File: config.mk
export PLATFORM = sky130hd
export DESIGN_NAME = rlio_link
export DESIGN_NICKNAME = d
export VERILOG_FILES = /design/src/design/rlio_pkg.sv /design/src/design/rlio_chan_if.sv /design/src/design/rlio_rx_chan.sv /design/src/design/rlio_link.sv
export SDC_FILE = /design/constraint.sdc
export NUM_CORES = 1
export LEC_CHECK = 0
export ABC_AREA = 1
export BUFFER_PORTS_ARGS = -buffer_cell sky130_fd_sc_hd__buf_2
export CORE_ASPECT_RATIO = 1.75
export CORE_UTILIZATION = 45
export CTS_BUF_LIST = sky130_fd_sc_hd__clkbuf_8
export DETAILED_ROUTE_END_ITERATION = 12
export PLACE_DENSITY = 0.76
export SLEW_MARGIN = 20
export SYNTH_ARGS = -nofsm -noshare
export SYNTH_HDL_FRONTEND = slang
export SYNTH_SLANG_ARGS = --single-unit
File: constraint.sdc
create_clock -name aclk -period 3.6 [get_ports aclk]
set_input_delay 0.54 -clock aclk [delete_from_list [all_inputs] [get_ports aclk]]
set_output_delay 0.54 -clock aclk [all_outputs]
set_load 0.01 [all_outputs]
File: src/design/rlio_pkg.sv
package rlio_pkg;

  // ==========================================================
  // Variants and widths
  typedef enum {RLIO_IN2, RLIO_OUT2, RLIO_MIXED, RLIO_QUAD} rlio_variant_e;
  localparam int TMR_W  = 21;
  localparam int ADDR_W = 8;

  // ==========================================================
  // Timing at the 50 MHz bus clock
  localparam int CLK_HZ         = 50_000_000;
  localparam int CLK_KHZ        = CLK_HZ / 1000;
  localparam int T_START_US     = 10000;
  localparam int T_LOSS_STD_US  = 31000;
  localparam int T_LOSS_FAST_US = 5000;
  localparam int T_PER_STD_US   = 19200;
  localparam int T_PER_FAST_US  = 3000;
  localparam int START_CYC_DEF  = T_START_US * CLK_KHZ / 1000;
  localparam int LOSS_STD_DEF   = T_LOSS_STD_US * CLK_KHZ / 1000;
  localparam int LOSS_FAST_DEF  = T_LOSS_FAST_US * CLK_KHZ / 1000;
  localparam int PER_STD_DEF    = T_PER_STD_US * CLK_KHZ / 1000;
  localparam int PER_FAST_DEF   = T_PER_FAST_US * CLK_KHZ / 1000;

  // ==========================================================
  // Register offsets
  localparam logic [ADDR_W-1:0] REG_CFG  = 8'h00;
  localparam logic [ADDR_W-1:0] REG_STAT = 8'h04;
  localparam logic [ADDR_W-1:0] REG_OUT0 = 8'h08;
  localparam logic [ADDR_W-1:0] REG_OUT1 = 8'h0c;
  localparam logic [ADDR_W-1:0] REG_IN0  = 8'h10;
  localparam logic [ADDR_W-1:0] REG_IN1  = 8'h14;

  // ==========================================================
  // Values
  localparam logic [7:0]  BASE_WORD   = 8'h1e;
  localparam logic [3:0]  UNIT_MAX    = 4'h9;
  localparam logic [1:0]  EN_RST_TWO  = 2'h3;
  localparam logic [1:0]  EN_RST_NONE = 2'h0;
  localparam logic [1:0]  RESP_OKAY   = 2'h0;
  localparam logic [1:0]  RESP_SLVERR = 2'h2;
  localparam logic [15:0] WORD_RST    = 16'h0000;

endpackage : rlio_pkg

File: src/design/rlio_chan_if.sv
`timescale 1ns/10ps
interface rlio_chan_if;
  logic        fast;
  logic        clear_on_err;
  logic        flag_mode;
  logic        frame_valid;
  logic [15:0] frame_data;
  logic        frame_fast;
  logic [15:0] word;
  logic        err;

  modport chan (input fast, clear_on_err, flag_mode, frame_valid,
                input frame_data, frame_fast, output word, err);
  modport ctrl (output fast, clear_on_err, flag_mode, frame_valid,
                output frame_data, frame_fast, input word, err);
endinterface : rlio_chan_if

File: src/design/rlio_rx_chan.sv
`timescale 1ns/10ps
module rlio_rx_chan
  import rlio_pkg::*;
#(
  parameter int START_CYC     = START_CYC_DEF,
  parameter int LOSS_STD_CYC  = LOSS_STD_DEF,
  parameter int LOSS_FAST_CYC = LOSS_FAST_DEF
)(
  // Clock and reset
  input wire logic aclk,
  input wire logic aresetn,
  // Channel bundle
  rlio_chan_if.chan ch
);

  // ==========================================================
  // Link state
  typedef enum {RX_WAIT_FIRST, RX_LINKED, RX_FAULT} rlio_rx_state_e;

  rlio_rx_state_e   state;
  rlio_rx_state_e   next_state;
  logic [TMR_W-1:0] timer;
  logic [15:0]      held;
  logic             err;

  wire good = ch.frame_valid && (ch.frame_fast == ch.fast);
  wire bad  = ch.frame_valid && !good;
  wire [TMR_W-1:0] loss_lim = ch.fast ? TMR_W'(LOSS_FAST_CYC - 1)
                                      : TMR_W'(LOSS_STD_CYC - 1);
  wire [TMR_W-1:0] limit = (state == RX_WAIT_FIRST)
                           ? TMR_W'(START_CYC - 1) : loss_lim;
  wire timeout = (timer == limit) && !ch.frame_valid;
  wire set_err = bad || timeout;

  always_comb
  begin
    next_state = state;
    unique case (state)
      RX_WAIT_FIRST: if (good) next_state = RX_LINKED;
      RX_LINKED:     if (set_err) next_state = RX_FAULT;
      RX_FAULT:      if (good) next_state = RX_LINKED;
    endcase
  end

  always_ff @(posedge aclk)
  begin
    if (!aresetn)
    begin
      state <= RX_WAIT_FIRST;
      timer <= '0;
    end
    else
    begin
      state <= next_state;
      if (good)
        timer <= '0;
      else if (timer != limit)
        timer <= timer + 1'b1;
    end
  end

  // Flag starts clear, set on timeout or bad frame, cleared by a good one
  always_ff @(posedge aclk)
  begin
    if (!aresetn)
      err <= 1'b0;
    else if (good)
      err <= 1'b0;
    else if (set_err)
      err <= 1'b1;
  end

  // Inputs stay zero until the first good frame, then hold or clear
  always_ff @(posedge aclk)
  begin
    if (!aresetn)
      held <= WORD_RST;
    else if (good)
      held <= ch.frame_data;
    else if (set_err && ch.clear_on_err)
      held <= WORD_RST;
  end

  assign ch.word = {ch.flag_mode ? err : held[15], held[14:0]};
  assign ch.err  = err;
endmodule : rlio_rx_chan

File: src/design/rlio_link.sv
`timescale 1ns/10ps
module rlio_link
  import rlio_pkg::*;
#(
  parameter rlio_variant_e VARIANT = RLIO_QUAD,
  parameter int START_CYC     = START_CYC_DEF,
  parameter int LOSS_STD_CYC  = LOSS_STD_DEF,
  parameter int LOSS_FAST_CYC = LOSS_FAST_DEF,
  parameter int PER_STD_CYC   = PER_STD_DEF,
  parameter int PER_FAST_CYC  = PER_FAST_DEF
)(
  // Clock and reset
  input  wire logic              aclk,
  input  wire logic              aresetn,
  // AXI4-Lite write
  input  wire logic [ADDR_W-1:0] s_axi_awaddr,
  input  wire logic              s_axi_awvalid,
  output logic                   s_axi_awready,
  input  wire logic [31:0]       s_axi_wdata,
  input  wire logic [3:0]        s_axi_wstrb,
  input  wire logic              s_axi_wvalid,
  output logic                   s_axi_wready,
  output logic [1:0]             s_axi_bresp,
  output logic                   s_axi_bvalid,
  input  wire logic              s_axi_bready,
  // AXI4-Lite read
  input  wire logic [ADDR_W-1:0] s_axi_araddr,
  input  wire logic              s_axi_arvalid,
  output logic                   s_axi_arready,
  output logic [31:0]            s_axi_rdata,
  output logic [1:0]             s_axi_rresp,
  output logic                   s_axi_rvalid,
  input  wire logic              s_axi_rready,
  // Front switches
  input  wire logic [3:0]        unit_number_sel,
  input  wire logic              delay_sel,
  input  wire logic              error_process_sel,
  input  wire logic              input_mode_sel,
  input  wire logic              lamp_one_enable_sel,
  input  wire logic              lamp_two_enable_sel,
  // Receive lines
  input  wire logic              receive_line_one_valid,
  input  wire logic [15:0]       receive_line_one_data,
  input  wire logic              receive_line_one_fast,
  input  wire logic              receive_line_two_valid,
  input  wire logic [15:0]       receive_line_two_data,
  input  wire logic              receive_line_two_fast,
  // Transmit lines
  output logic                   transmit_line_one_valid,
  output logic [15:0]            transmit_line_one_data,
  output logic                   transmit_line_one_fast,
  output logic                   transmit_line_two_valid,
  output logic [15:0]            transmit_line_two_data,
  output logic                   transmit_line_two_fast,
  // Lamps
  output logic                   fast_delay_lamp,
  output logic                   reset_on_error_lamp,
  output logic                   error_flag_mode_lamp,
  output logic                   error_lamp_one,
  output logic                   error_lamp_two
);

  // ==========================================================
  // Variant shape
  localparam int NUM_IN  = (VARIANT == RLIO_OUT2) ? 0 :
                           (VARIANT == RLIO_MIXED) ? 1 : 2;
  localparam int NUM_OUT = (VARIANT == RLIO_IN2) ? 0 :
                           (VARIANT == RLIO_MIXED) ? 1 : 2;
  localparam logic [1:0] EN_RST = (NUM_IN == 2) ? EN_RST_TWO
                                                : EN_RST_NONE;

  // ==========================================================
  // Settings captured once after reset release
  logic       cfg_taken;
  logic [3:0] cfg_unit;
  logic       cfg_fast;
  logic       cfg_clear;
  logic       cfg_flag;
  logic [1:0] cfg_en;
  logic [7:0] base_word;
  logic       unit_bad;

  wire       next_clear = error_process_sel && (NUM_IN != 0);
  wire       next_flag  = input_mode_sel && (NUM_IN != 0);
  wire [1:0] next_en    = {lamp_two_enable_sel && (NUM_IN == 2),
                           lamp_one_enable_sel && (NUM_IN != 0)};
  wire [7:0] next_base  = BASE_WORD + {3'h0, unit_number_sel, 1'b0};
  wire       next_bad   = (unit_number_sel > UNIT_MAX) ||
                          (VARIANT == RLIO_QUAD &&
                           unit_number_sel == UNIT_MAX);

  always_ff @(posedge aclk)
  begin
    if (!aresetn)
    begin
      cfg_taken <= 1'b0;
      cfg_unit  <= 4'h0;
      cfg_fast  <= 1'b0;
      cfg_clear <= 1'b0;
      cfg_flag  <= 1'b0;
      cfg_en    <= EN_RST;
      base_word <= BASE_WORD;
      unit_bad  <= 1'b0;
    end
    else if (!cfg_taken)
    begin
      cfg_taken <= 1'b1;
      cfg_unit  <= unit_number_sel;
      cfg_fast  <= delay_sel;
      cfg_clear <= next_clear;
      cfg_flag  <= next_flag;
      cfg_en    <= next_en;
      base_word <= next_base;
      unit_bad  <= next_bad;
    end
  end

  // Outputs occupy the first words, inputs follow
  wire [7:0] in_base = base_word + 8'(NUM_OUT);

  // ==========================================================
  // Input channels
  rlio_chan_if chif [2] ();

  wire [1:0]  rx_valid = {receive_line_two_valid, receive_line_one_valid};
  wire [1:0]  rx_fast  = {receive_line_two_fast, receive_line_one_fast};
  wire [15:0] rx_data [2];
  logic [15:0] in_word [2];
  logic [1:0]  in_err;

  assign rx_data[0] = receive_line_one_data;
  assign rx_data[1] = receive_line_two_data;

  for (genvar gi = 0; gi < 2; gi++)
  begin : g_rx
    assign chif[gi].fast         = cfg_fast;
    assign chif[gi].clear_on_err = cfg_clear;
    assign chif[gi].flag_mode    = cfg_flag;
    assign chif[gi].frame_valid  = rx_valid[gi] && (gi < NUM_IN);
    assign chif[gi].frame_data   = rx_data[gi];
    assign chif[gi].frame_fast   = rx_fast[gi];
    rlio_rx_chan #(
      .START_CYC     (START_CYC),
      .LOSS_STD_CYC  (LOSS_STD_CYC),
      .LOSS_FAST_CYC (LOSS_FAST_CYC)
    ) u_rx (
      .aclk    (aclk),
      .aresetn (aresetn),
      .ch      (chif[gi])
    );
    assign in_word[gi] = (gi < NUM_IN) ? chif[gi].word : WORD_RST;
    assign in_err[gi]  = (gi < NUM_IN) && chif[gi].err;
  end

  // ==========================================================
  // Lamps
  always_ff @(posedge aclk)
  begin
    if (!aresetn)
    begin
      fast_delay_lamp      <= 1'b0;
      reset_on_error_lamp  <= 1'b0;
      error_flag_mode_lamp <= 1'b0;
      error_lamp_one       <= 1'b0;
      error_lamp_two       <= 1'b0;
    end
    else
    begin
      fast_delay_lamp      <= cfg_fast;
      reset_on_error_lamp  <= cfg_clear;
      error_flag_mode_lamp <= cfg_flag;
      error_lamp_one       <= in_err[0] && cfg_en[0];
      error_lamp_two       <= in_err[1] && cfg_en[1];
    end
  end

  // ==========================================================
  // Output words and periodic transmission
  logic [15:0]      out_word [2];
  logic [TMR_W-1:0] tx_cnt;

  wire [TMR_W-1:0] tx_lim = cfg_fast ? TMR_W'(PER_FAST_CYC - 1)
                                     : TMR_W'(PER_STD_CYC - 1);
  wire tx_tick = (tx_cnt == tx_lim);
  wire tx_on   = tx_tick && cfg_taken && !unit_bad;

  // Send-only: nothing comes back from the output terminals
  always_ff @(posedge aclk)
  begin
    if (!aresetn)
    begin
      tx_cnt                  <= '0;
      transmit_line_one_valid <= 1'b0;
      transmit_line_one_data  <= WORD_RST;
      transmit_line_one_fast  <= 1'b0;
      transmit_line_two_valid <= 1'b0;
      transmit_line_two_data  <= WORD_RST;
      transmit_line_two_fast  <= 1'b0;
    end
    else
    begin
      tx_cnt                  <= tx_tick ? '0 : tx_cnt + 1'b1;
      transmit_line_one_valid <= tx_on && (NUM_OUT > 0);
      transmit_line_one_data  <= out_word[0];
      transmit_line_one_fast  <= cfg_fast;
      transmit_line_two_valid <= tx_on && (NUM_OUT > 1);
      transmit_line_two_data  <= out_word[1];
      transmit_line_two_fast  <= cfg_fast;
    end
  end

  // ==========================================================
  // AXI4-Lite write channel
  logic [ADDR_W-1:0] aw_addr;
  logic              aw_have;
  logic [31:0]       w_data;
  logic [3:0]        w_strb;
  logic              w_have;

  wire aw_hs    = s_axi_awvalid && s_axi_awready;
  wire w_hs     = s_axi_wvalid && s_axi_wready;
  wire do_write = aw_have && w_have && !s_axi_bvalid;
  wire [1:0] wr_sel = {aw_addr == REG_OUT1, aw_addr == REG_OUT0};
  wire wr_hit = (aw_addr[1:0] == 2'h0) && (aw_addr <= REG_IN1);

  always_ff @(posedge aclk)
  begin
    if (!aresetn)
    begin
      aw_have <= 1'b0;
      aw_addr <= '0;
      s_axi_awready <= 1'b0;
    end
    else if (aw_hs)
    begin
      aw_have <= 1'b1;
      aw_addr <= s_axi_awaddr;
      s_axi_awready <= 1'b0;
    end
    else
    begin
      if (do_write)
        aw_have <= 1'b0;
      s_axi_awready <= !aw_have && !s_axi_bvalid;
    end
  end

  always_ff @(posedge aclk)
  begin
    if (!aresetn)
    begin
      w_have <= 1'b0;
      w_data <= '0;
      w_strb <= '0;
      s_axi_wready <= 1'b0;
    end
    else if (w_hs)
    begin
      w_have <= 1'b1;
      w_data <= s_axi_wdata;
      w_strb <= s_axi_wstrb;
      s_axi_wready <= 1'b0;
    end
    else
    begin
      if (do_write)
        w_have <= 1'b0;
      s_axi_wready <= !w_have && !s_axi_bvalid;
    end
  end

  always_ff @(posedge aclk)
  begin
    if (!aresetn)
    begin
      s_axi_bvalid <= 1'b0;
      s_axi_bresp  <= RESP_OKAY;
    end
    else if (do_write)
    begin
      s_axi_bvalid <= 1'b1;
      s_axi_bresp  <= wr_hit ? RESP_OKAY : RESP_SLVERR;
    end
    else if (s_axi_bready)
      s_axi_bvalid <= 1'b0;
  end

  for (genvar gw = 0; gw < 2; gw++)
  begin : g_out
    wire [15:0] merged = {w_strb[1] ? w_data[15:8] : out_word[gw][15:8],
                          w_strb[0] ? w_data[7:0] : out_word[gw][7:0]};
    always_ff @(posedge aclk)
    begin
      if (!aresetn)
        out_word[gw] <= WORD_RST;
      else if (do_write && wr_sel[gw])
        out_word[gw] <= merged;
    end
  end

  // ==========================================================
  // AXI4-Lite read channel
  wire ar_hs = s_axi_arvalid && s_axi_arready;
  wire [31:0] rd_cfg  = {20'h0, cfg_unit, 3'h0, cfg_en, cfg_flag,
                         cfg_clear, cfg_fast};
  wire [31:0] rd_stat = {8'h00, in_base, base_word, 3'h0, unit_bad,
                         cfg_taken, 1'b0, in_err};
  wire rd_hit = (s_axi_araddr[1:0] == 2'h0) && (s_axi_araddr <= REG_IN1);
  wire [31:0] rd_data =
    (s_axi_araddr == REG_CFG)  ? rd_cfg :
    (s_axi_araddr == REG_STAT) ? rd_stat :
    (s_axi_araddr == REG_OUT0) ? {16'h0000, out_word[0]} :
    (s_axi_araddr == REG_OUT1) ? {16'h0000, out_word[1]} :
    (s_axi_araddr == REG_IN0)  ? {16'h0000, in_word[0]} :
    (s_axi_araddr == REG_IN1)  ? {16'h0000, in_word[1]} : 32'h0000_0000;

  always_ff @(posedge aclk)
  begin
    if (!aresetn)
    begin
      s_axi_arready <= 1'b0;
      s_axi_rvalid  <= 1'b0;
      s_axi_rdata   <= '0;
      s_axi_rresp   <= RESP_OKAY;
    end
    else if (ar_hs)
    begin
      s_axi_arready <= 1'b0;
      s_axi_rvalid  <= 1'b1;
      s_axi_rdata   <= rd_data;
      s_axi_rresp   <= rd_hit ? RESP_OKAY : RESP_SLVERR;
    end
    else if (s_axi_rvalid && s_axi_rready)
      s_axi_rvalid <= 1'b0;
    else
      s_axi_arready <= !s_axi_rvalid;
  end
endmodule : rlio_link

==> summary.txt, run 1 <==
Mapped Area - 10500 um^2
FFs w/ async S/R, synth - 0%
Arr. time, crit path - 2.47 ns
Die Ht - 204 um
CTS Sinks - 244
Post-synthesis simple-gate area fraction - 25.3%
Lkg Pwr - 5.47 nW
IO Pins - 186
Post-DRT Antenna Nets - 0
Status - finished, final reports clean
Vias per cell - 5.11
Vias in the first global route - 9000
Adder-cell share of the synthesized area - 0.717%
Synth cell count leaders - 332 x nand2_1, 212 x dfxtp_1, 172 x inv_1, 121 x a21oi_1, 111 x nor2_1
Period utilization - 61.8%
Maxcap violations - 0
Placer Congestion - 0.928
Starting density of the core - 46.1%
Share of layout cells above drive strength 1 - 19.0%
DP HPWL - 20700 um
Die width - 117 um
Xor and xnor area share after synthesis - 0.669%
Reg2reg end - out_word[1][15]
Reg2reg setup slack - 1.37 ns
Combinational power share - 7.1%
Clk slew on worst S/H paths - 0.07 ns
CTS Hold Buffers Added - 0
Clk Latency, worst-skew pair - 0.54 ns
Clk pwr share - 43.2%
Drt pass-1 iters - 7
Fillers - 2113
Top_reg_cell synth - dfxtp_1
CTS tree - done
Worst Setup SP - w_have
Post-CTS Resized - 0
Post-synth EDFFs - 32
Via count - 9410
VDD IR-drop max - 0.384 mV
Postcts setup bufs - 0
Maximum root-to-sink buffer count - 3
RSZ-0062 raised after global routing - false
Hold slack - 0.202 ns
Initial antenna violation count - 3
Main combinational cell family by area after synthesis - simple AND/OR/NAND/NOR gates
Setup Skew - 0.0215 ns
Yosys top cell by area - dfxtp_1
Register bit count reported by yosys - 244
Row count - 73
Synth Area in Compound Gates - 14.2%
Avg Inst Size Synth - 7.71 um^2
Yosys top cell area share - 40.5%
Seq/Total Area, Yosys - 49.7%
Placed standard-cell area - 11400 um^2
Post-synthesis cell type count - 51
Switch share - 23.8%
Area contributors post-synth - dfxtp_1 41%, nand2_1 12%, edfxtp_1 9.2%, inv_1 6.2%, a21oi_1 5.8%
Switching pwr - 1.41 mW
Final min period - 2.23 ns
Largest net degree at the start of global routing - 49
Area grow syn2layout - 16.9%
Register-to-Register Path Depth - 7
Count leader, synth - nand2_1
CP Max Fanout - 18
Crit end category - flop
Startpoint Class - flop
Crit path capture - out_word[1][15]
Core area - 22700 um^2
Fmax - 0.449 GHz
Endpoints failing hold - 0
Worst EP required - 3.85 ns
Worst min path class - in2reg
Nets - 1624
Setup violators final - 0
Die area - 23900 um^2
Num CTS Buffers - 36
GR Overflow Total - 0
CTS root buf - clkbuf_8
Mux cell area share after synthesis - 0%
GRT Resource Usage Total - 22.9%
Drc violations - 0
IO Port Bufs - 155
Pwr Density - 482 nW/um^2
Setup Total Neg Slack - 0 ns
Power Internal - 4.50 mW
Worst slew pin tran - 1.02 ns
Sequential power share - 49.6%
Max Slew Vio Count - 0
Worst relative slew slack - 31.6%
Synth Instances - 1359
Final WL - 27300 um
Routed wire length per instance - 14.8 um
CP Class - reg2reg
H-tree levels - 2
Final Cell Area - 12300 um^2
First-pass GRT wire length - 43200 um
Launch instance of the worst register-to-register path - w_have
Yosys warns - 0
Initial drt markers - 601
==> how the worst min path moves through the flow <==
stage,endpoint,cells past startpoint,startpoint
floorplan,transmit_line_two_valid,1,unit_bad
global placement,tx_cnt[0],1,tx_cnt[0]
detailed placement,s_axi_rdata[3],2,s_axi_rdata[3]
CTS,s_axi_rvalid,2,s_axi_rready
global route,s_axi_rvalid,2,s_axi_rready
finish,s_axi_rvalid,2,s_axi_rready
==> layout by cell type, fill, tap and decap left out, types with 4 or more instances in the layout <==
cell type and instances:
clkinv_2 4, nor3_1 22, nand2_2 19, conb_1 12, or2_2 7, a21oi_1 121, a31oi_1 5, nor4_1 4
o211ai_1 12, bufinv_16 5, nor3_2 4, nor2_1 111, nand3_1 40, nor2_4 5, nand2_1 332, or2_0 6
dfxtp_1 212, nor2_2 11, buf_2 155, o21ai_0 99, inv_2 6, xor2_1 7, ha_1 6, o21ai_1 4
inv_1 179, nand4_1 19, clkbuf_8 45, a21oi_2 11, edfxtp_1 32, buf_4 9
==> cell type report <==
class | count | area, um^2 | share of cell area [%]
multi-input cells | 889 | 4330 | 35.3
inverters | 179 | 674 | 5.51
diodes | 1 | 2.50 | 0.0204
clock buffers | 45 | 619 | 5.06
repair buffers | 164 | 843 | 6.88
clock inverters | 18 | 204 | 1.66
well taps | 300 | 375 | 3.06
flip-flops and latches | 244 | 5200 | 42.5
==> registers in the layout, summed over array words and instances (netlist names), 2 cells and up <==
name / flops
g_rx.u_rx.held: 32
tx_cnt: 21
transmit_line_two_data: 16
aw_addr: 8
w_strb: 2
w_data: 16
cfg_en: 2
g_rx.u_rx.ch.err: 2
base_word: 5
g_rx.u_rx.state: 4
transmit_line_one_data: 16
g_rx.u_rx.timer: 42
out_word: 32
s_axi_rdata: 22
cfg_unit: 4
==> through the flow <==
| stage | power [mW] | util [%] | instances | worst slack (ns) |
|---|---|---|---|---|
| floorplan | 3.26 | - | 1370 | 1.37 |
| global placement | 3.40 | 50.2 | 1776 | 1.05 |
| detailed placement | 3.41 | 50.2 | 1776 | 0.948 |
| CTS | 5.93 | 53.9 | 1839 | 1.39 |
| global route | 6.11 | 53.9 | 1840 | 1.18 |
| finish | 5.90 | 53.9 | 1840 | 1.37 |
==> metal layers <==
layer,up-vias,share of wire (%),global-route usage (%)
li1,4659,-,-
met1,4347,35,21.3
met2,301,52,42.5
met3,101,5.4,4.44
met4,2,7.9,19.6
met5,-,0.048,0
==> power groups by stage <==
stage	Clock, mW	Combinational [mW]	Sequential [mW]
after global routing	2.70	0.477	2.94
final	2.55	0.422	2.93
after floorplan	0	0.284	2.98
after CTS	2.57	0.423	2.93
after detailed placement	0	0.421	2.99
after global placement	0	0.413	2.99
==> kinds of logic after synthesis <==
kind of cell / Yosys count
AOI/OAI and AO/OA: 268
other: 1
DFF: 244
adders and majority gates: 6
buffers and inverters: 237
xor gates and xnor gates: 8
and+or+nand+nor: 595
==> worst max-delay path: stages, from the launching register on <==
cell	delay, ns
dfxtp_1	0.38
nand2_1	0.07
nor2_1	0.11
inv_1	0.11
nor3_1	0.27
nand2_1	0.43
o21ai_0	0.35
buf_4	0.22
No activity file was read; power rests on OpenSTA's default activity.
==> run 2, diff against run 1 <==
--- a/config.mk
+++ b/config.mk
@@ -5,13 +5,13 @@
 export SDC_FILE = /design/constraint.sdc
 export NUM_CORES = 1
 export LEC_CHECK = 0
-export ABC_AREA = 1
+export ABC_AREA = 0
 export BUFFER_PORTS_ARGS = -buffer_cell sky130_fd_sc_hd__buf_2
 export CORE_ASPECT_RATIO = 1.75
 export CORE_UTILIZATION = 45
 export CTS_BUF_LIST = sky130_fd_sc_hd__clkbuf_8
 export DETAILED_ROUTE_END_ITERATION = 12
-export PLACE_DENSITY = 0.76
+export PLACE_DENSITY = 0.77
 export SLEW_MARGIN = 20
 export SYNTH_ARGS = -nofsm -noshare
 export SYNTH_HDL_FRONTEND = slang
==> constraint.sdc (replaced) <==
create_clock -name aclk -period 2.3 [get_ports aclk]
set_input_delay 0.345 -clock aclk [delete_from_list [all_inputs] [get_ports aclk]]
set_output_delay 0.345 -clock aclk [all_outputs]
set_load 0.01 [all_outputs]
==> run 2 against run 1 <==
Compared with the run above: combinational power grew 70%; sequential power grew 57%; sequential share of layout area shrank 0.67 points; setup slack lost 1.3 ns; total power grew 47%; maximum frequency shrank 1.7%.
==> summary.txt, run 2 <==
First-pass GRT wire length - 42800 um
Vias in the first global route - 8470
Mapped Area - 10400 um^2
Worst relative slew slack - 49.3%
Hold slack - 0.0249 ns
Starting density of the core - 45.9%
Setup Skew - 0.0239 ns
Clk slew on worst S/H paths - 0.06 ns
Critical path's slowest cell - or4b_4
Yosys top cell area share - 40.8%
Pwr Density - 696 nW/um^2
Power, Total - 8.67 mW
Seq/Total Area, Yosys - 50.1%
Worst slew pin tran - 0.759 ns
RSZ-0062 raised after global routing - true
Largest regs - g_rx.u_rx.timer: 42 flops, g_rx.u_rx.held: 32 flops, out_word: 32 flops
Reg2reg setup slack - 0.04 ns
Launch instance of the worst register-to-register path - tx_cnt[14]
Largest net degree at the start of global routing - 51
Fillers - 2104
Post-synth EDFFs - 32
Via count - 8679
Worst min path class - in2reg
Drc violations - 0
VDD IR-drop max - 0.453 mV
Avg Inst Size Synth - 9.23 um^2
Count leader, synth - dfxtp_1
Max Slew Vio Count - 0
CTS Sinks - 244
Top cell by count, worst path - buf_4
CTS tree - done
Period utilization - 98.4%
Nets - 1424
Register bit count reported by yosys - 244
Setup Total Neg Slack - 0 ns
Drt pass-1 iters - 5
Crit end category - flop
Commonest non-fill, non-tap cell in the layout - dfxtp_1
Lkg Pwr - 5.18 nW
Worst EP required - 2.76 ns
Endpoints failing hold - 0
Synth cell count leaders - 212 x dfxtp_1, 141 x nand2_1, 95 x nor2_1, 73 x and2_1, 66 x a21oi_1
Final core utilization - 55.0%
Synth Instances - 1127
CTS root buf - clkbuf_8
Status - finished, final reports clean
Top_reg_cell synth - dfxtp_1
Biggest register - g_rx.u_rx.timer
Placer Congestion - 0.885
Arr. time, crit path - 2.73 ns
Worst Setup SP - tx_cnt[14]
CP Max Fanout - 5
Startpoint Class - flop
DP HPWL - 20300 um
Cell chain of the critical path - or4b_4 > or4_4 > a2111oi_4 > buf_4 > buf_4 > and4b_1
GRT Resource Usage Total - 23.4%
FFs w/ async S/R, synth - 0%
Critical path buffers and inverters - 2
Num CTS Buffers - 36
Post-synthesis cell type count - 73
Clk Latency, worst-skew pair - 0.55 ns
Share of layout cells above drive strength 1 - 21.9%
H-tree levels - 2
Fmax - 0.442 GHz
Area occupied by multi-input gates - 4810 um^2
Maxcap violations - 0
CP Class - reg2reg
Final WL - 27600 um
Most frequent cells in the layout - 211 x dfxtp_1, 155 x buf_2, 138 x nand2_1, 93 x nor2_1, 73 x and2_1
Final Cell Area - 12500 um^2
IO Port Bufs - 155
Max reg flops - 42
GR Overflow Total - 0
Vias per cell - 5.29
FF/Latch Area - 5210 um^2
Placed standard-cell area - 11700 um^2
Initial drt markers - 588
Area contributors post-synth - dfxtp_1 41%, edfxtp_1 9.2%, nand2_1 5.1%, and2_1 4.4%, nor2_1 3.4%
Routed wire length per instance - 16.8 um
Die Ht - 203 um
Yosys warns - 0
IO Pins - 186
Die area - 23700 um^2
Die width - 117 um
Yosys top cell by area - dfxtp_1
Crit-path leading delay family - simple AND/OR/NAND/NOR gates
Post-DRT Antenna Nets - 0
Final min period - 2.26 ns
Maximum root-to-sink buffer count - 3
Setup violators final - 0
Area grow syn2layout - 19.7%
Core area - 22700 um^2
Worst hold start - receive_line_two_data[9]
CP max stage delay - 0.50 ns
Row count - 73
Initial antenna violation count - 4
[run 2: changes by cell type after synthesis, moves of 19 or more]
cell and change:
inv_1 -136, a21o_1 +20, and2_1 +72, nand2_1 -191
nand2_2 -19, o21ai_0 -69, a21oi_1 -55, mux2i_1 +26
xnor2_1 +33
[run 2: timing repair]
action | CTS | global route
gates resized for setup | 2 | 10
buffers inserted | 0 | 1
hold buffers | 1 | 0
endpoints found under the setup margin | 38 | 64
endpoints found under the hold margin | 1 | 0
pin swaps | 0 | 1
cloned | 0 | 1
[run 2: area by class of cell]
class,instances,area share (%)
sequential,244,41.8
multi-input combinational,786,38.6
timing repair buffer,209,9.95
clock buffer,40,4.42
tap,300,3.01
inverter,37,1.12
clock inverter,22,0.985
antenna,4,0.0804
[run 2: kinds of logic (layout without fill, tap and decap cells)]
logic type,after synthesis,after routing,share of synthesized area (%)
simple gates,457,457,22.0
flops,244,244,50.1
compound gates,223,223,14.4
buf+inv,108,308,4.67
xor+xnor,52,52,4.38
mux,36,36,3.69
fa+ha+maj,6,6,0.722
other cells,1,16,0.0361
[run 2: through the flow]
stage          cells  worst slack, ns
6_report        1642           0.0367
5_1_grt         1642         -0.00498
4_1_cts         1636          0.00430
3_5_place_dp    1573           -0.155
3_3_place_gp    1573           -0.128
2_1_floorplan   1138          -0.0195
[run 2: power by group]
| part | internal (mW) | switching [mW] | total [mW] | leakage, nW |
|---|---|---|---|---|
| logic | 0.310 | 0.408 | 0.718 | 2.71 |
| clock network | 1.71 | 1.64 | 3.35 | 0.402 |
| registers | 4.48 | 0.125 | 4.60 | 2.06 |
| total | 6.50 | 2.17 | 8.67 | 5.18 |
[run 2: routing by layer]
layer | wire length (um) | global-route usage [%] | part of all wire, %
met5 | 13 | 0 | 0.047
met4 | 1370 | 13.3 | 5.0
met3 | 1480 | 4.93 | 5.4
met2 | 14200 | 41.7 | 52
met1 | 10500 | 25.0 | 38
[run 2: final timing paths]
check                           cells past startpoint                 endpoint
worst max-delay path                                6  transmit_line_two_valid
worst min-delay path                                3     g_rx[1].u_rx.held[9]
worst max register to register                      6  transmit_line_two_valid
worst min register to register                      1                tx_cnt[0]
[run 2: worst reg2reg max path, delay by kind of cell, from the launching register on]
kind / cells / cell delay [ns]
DFF: 1 / 0.37
AOI/OAI and AO/OA: 1 / 0.41
buffers and inverters: 2 / 0.27
and+or+nand+nor: 3 / 1.14
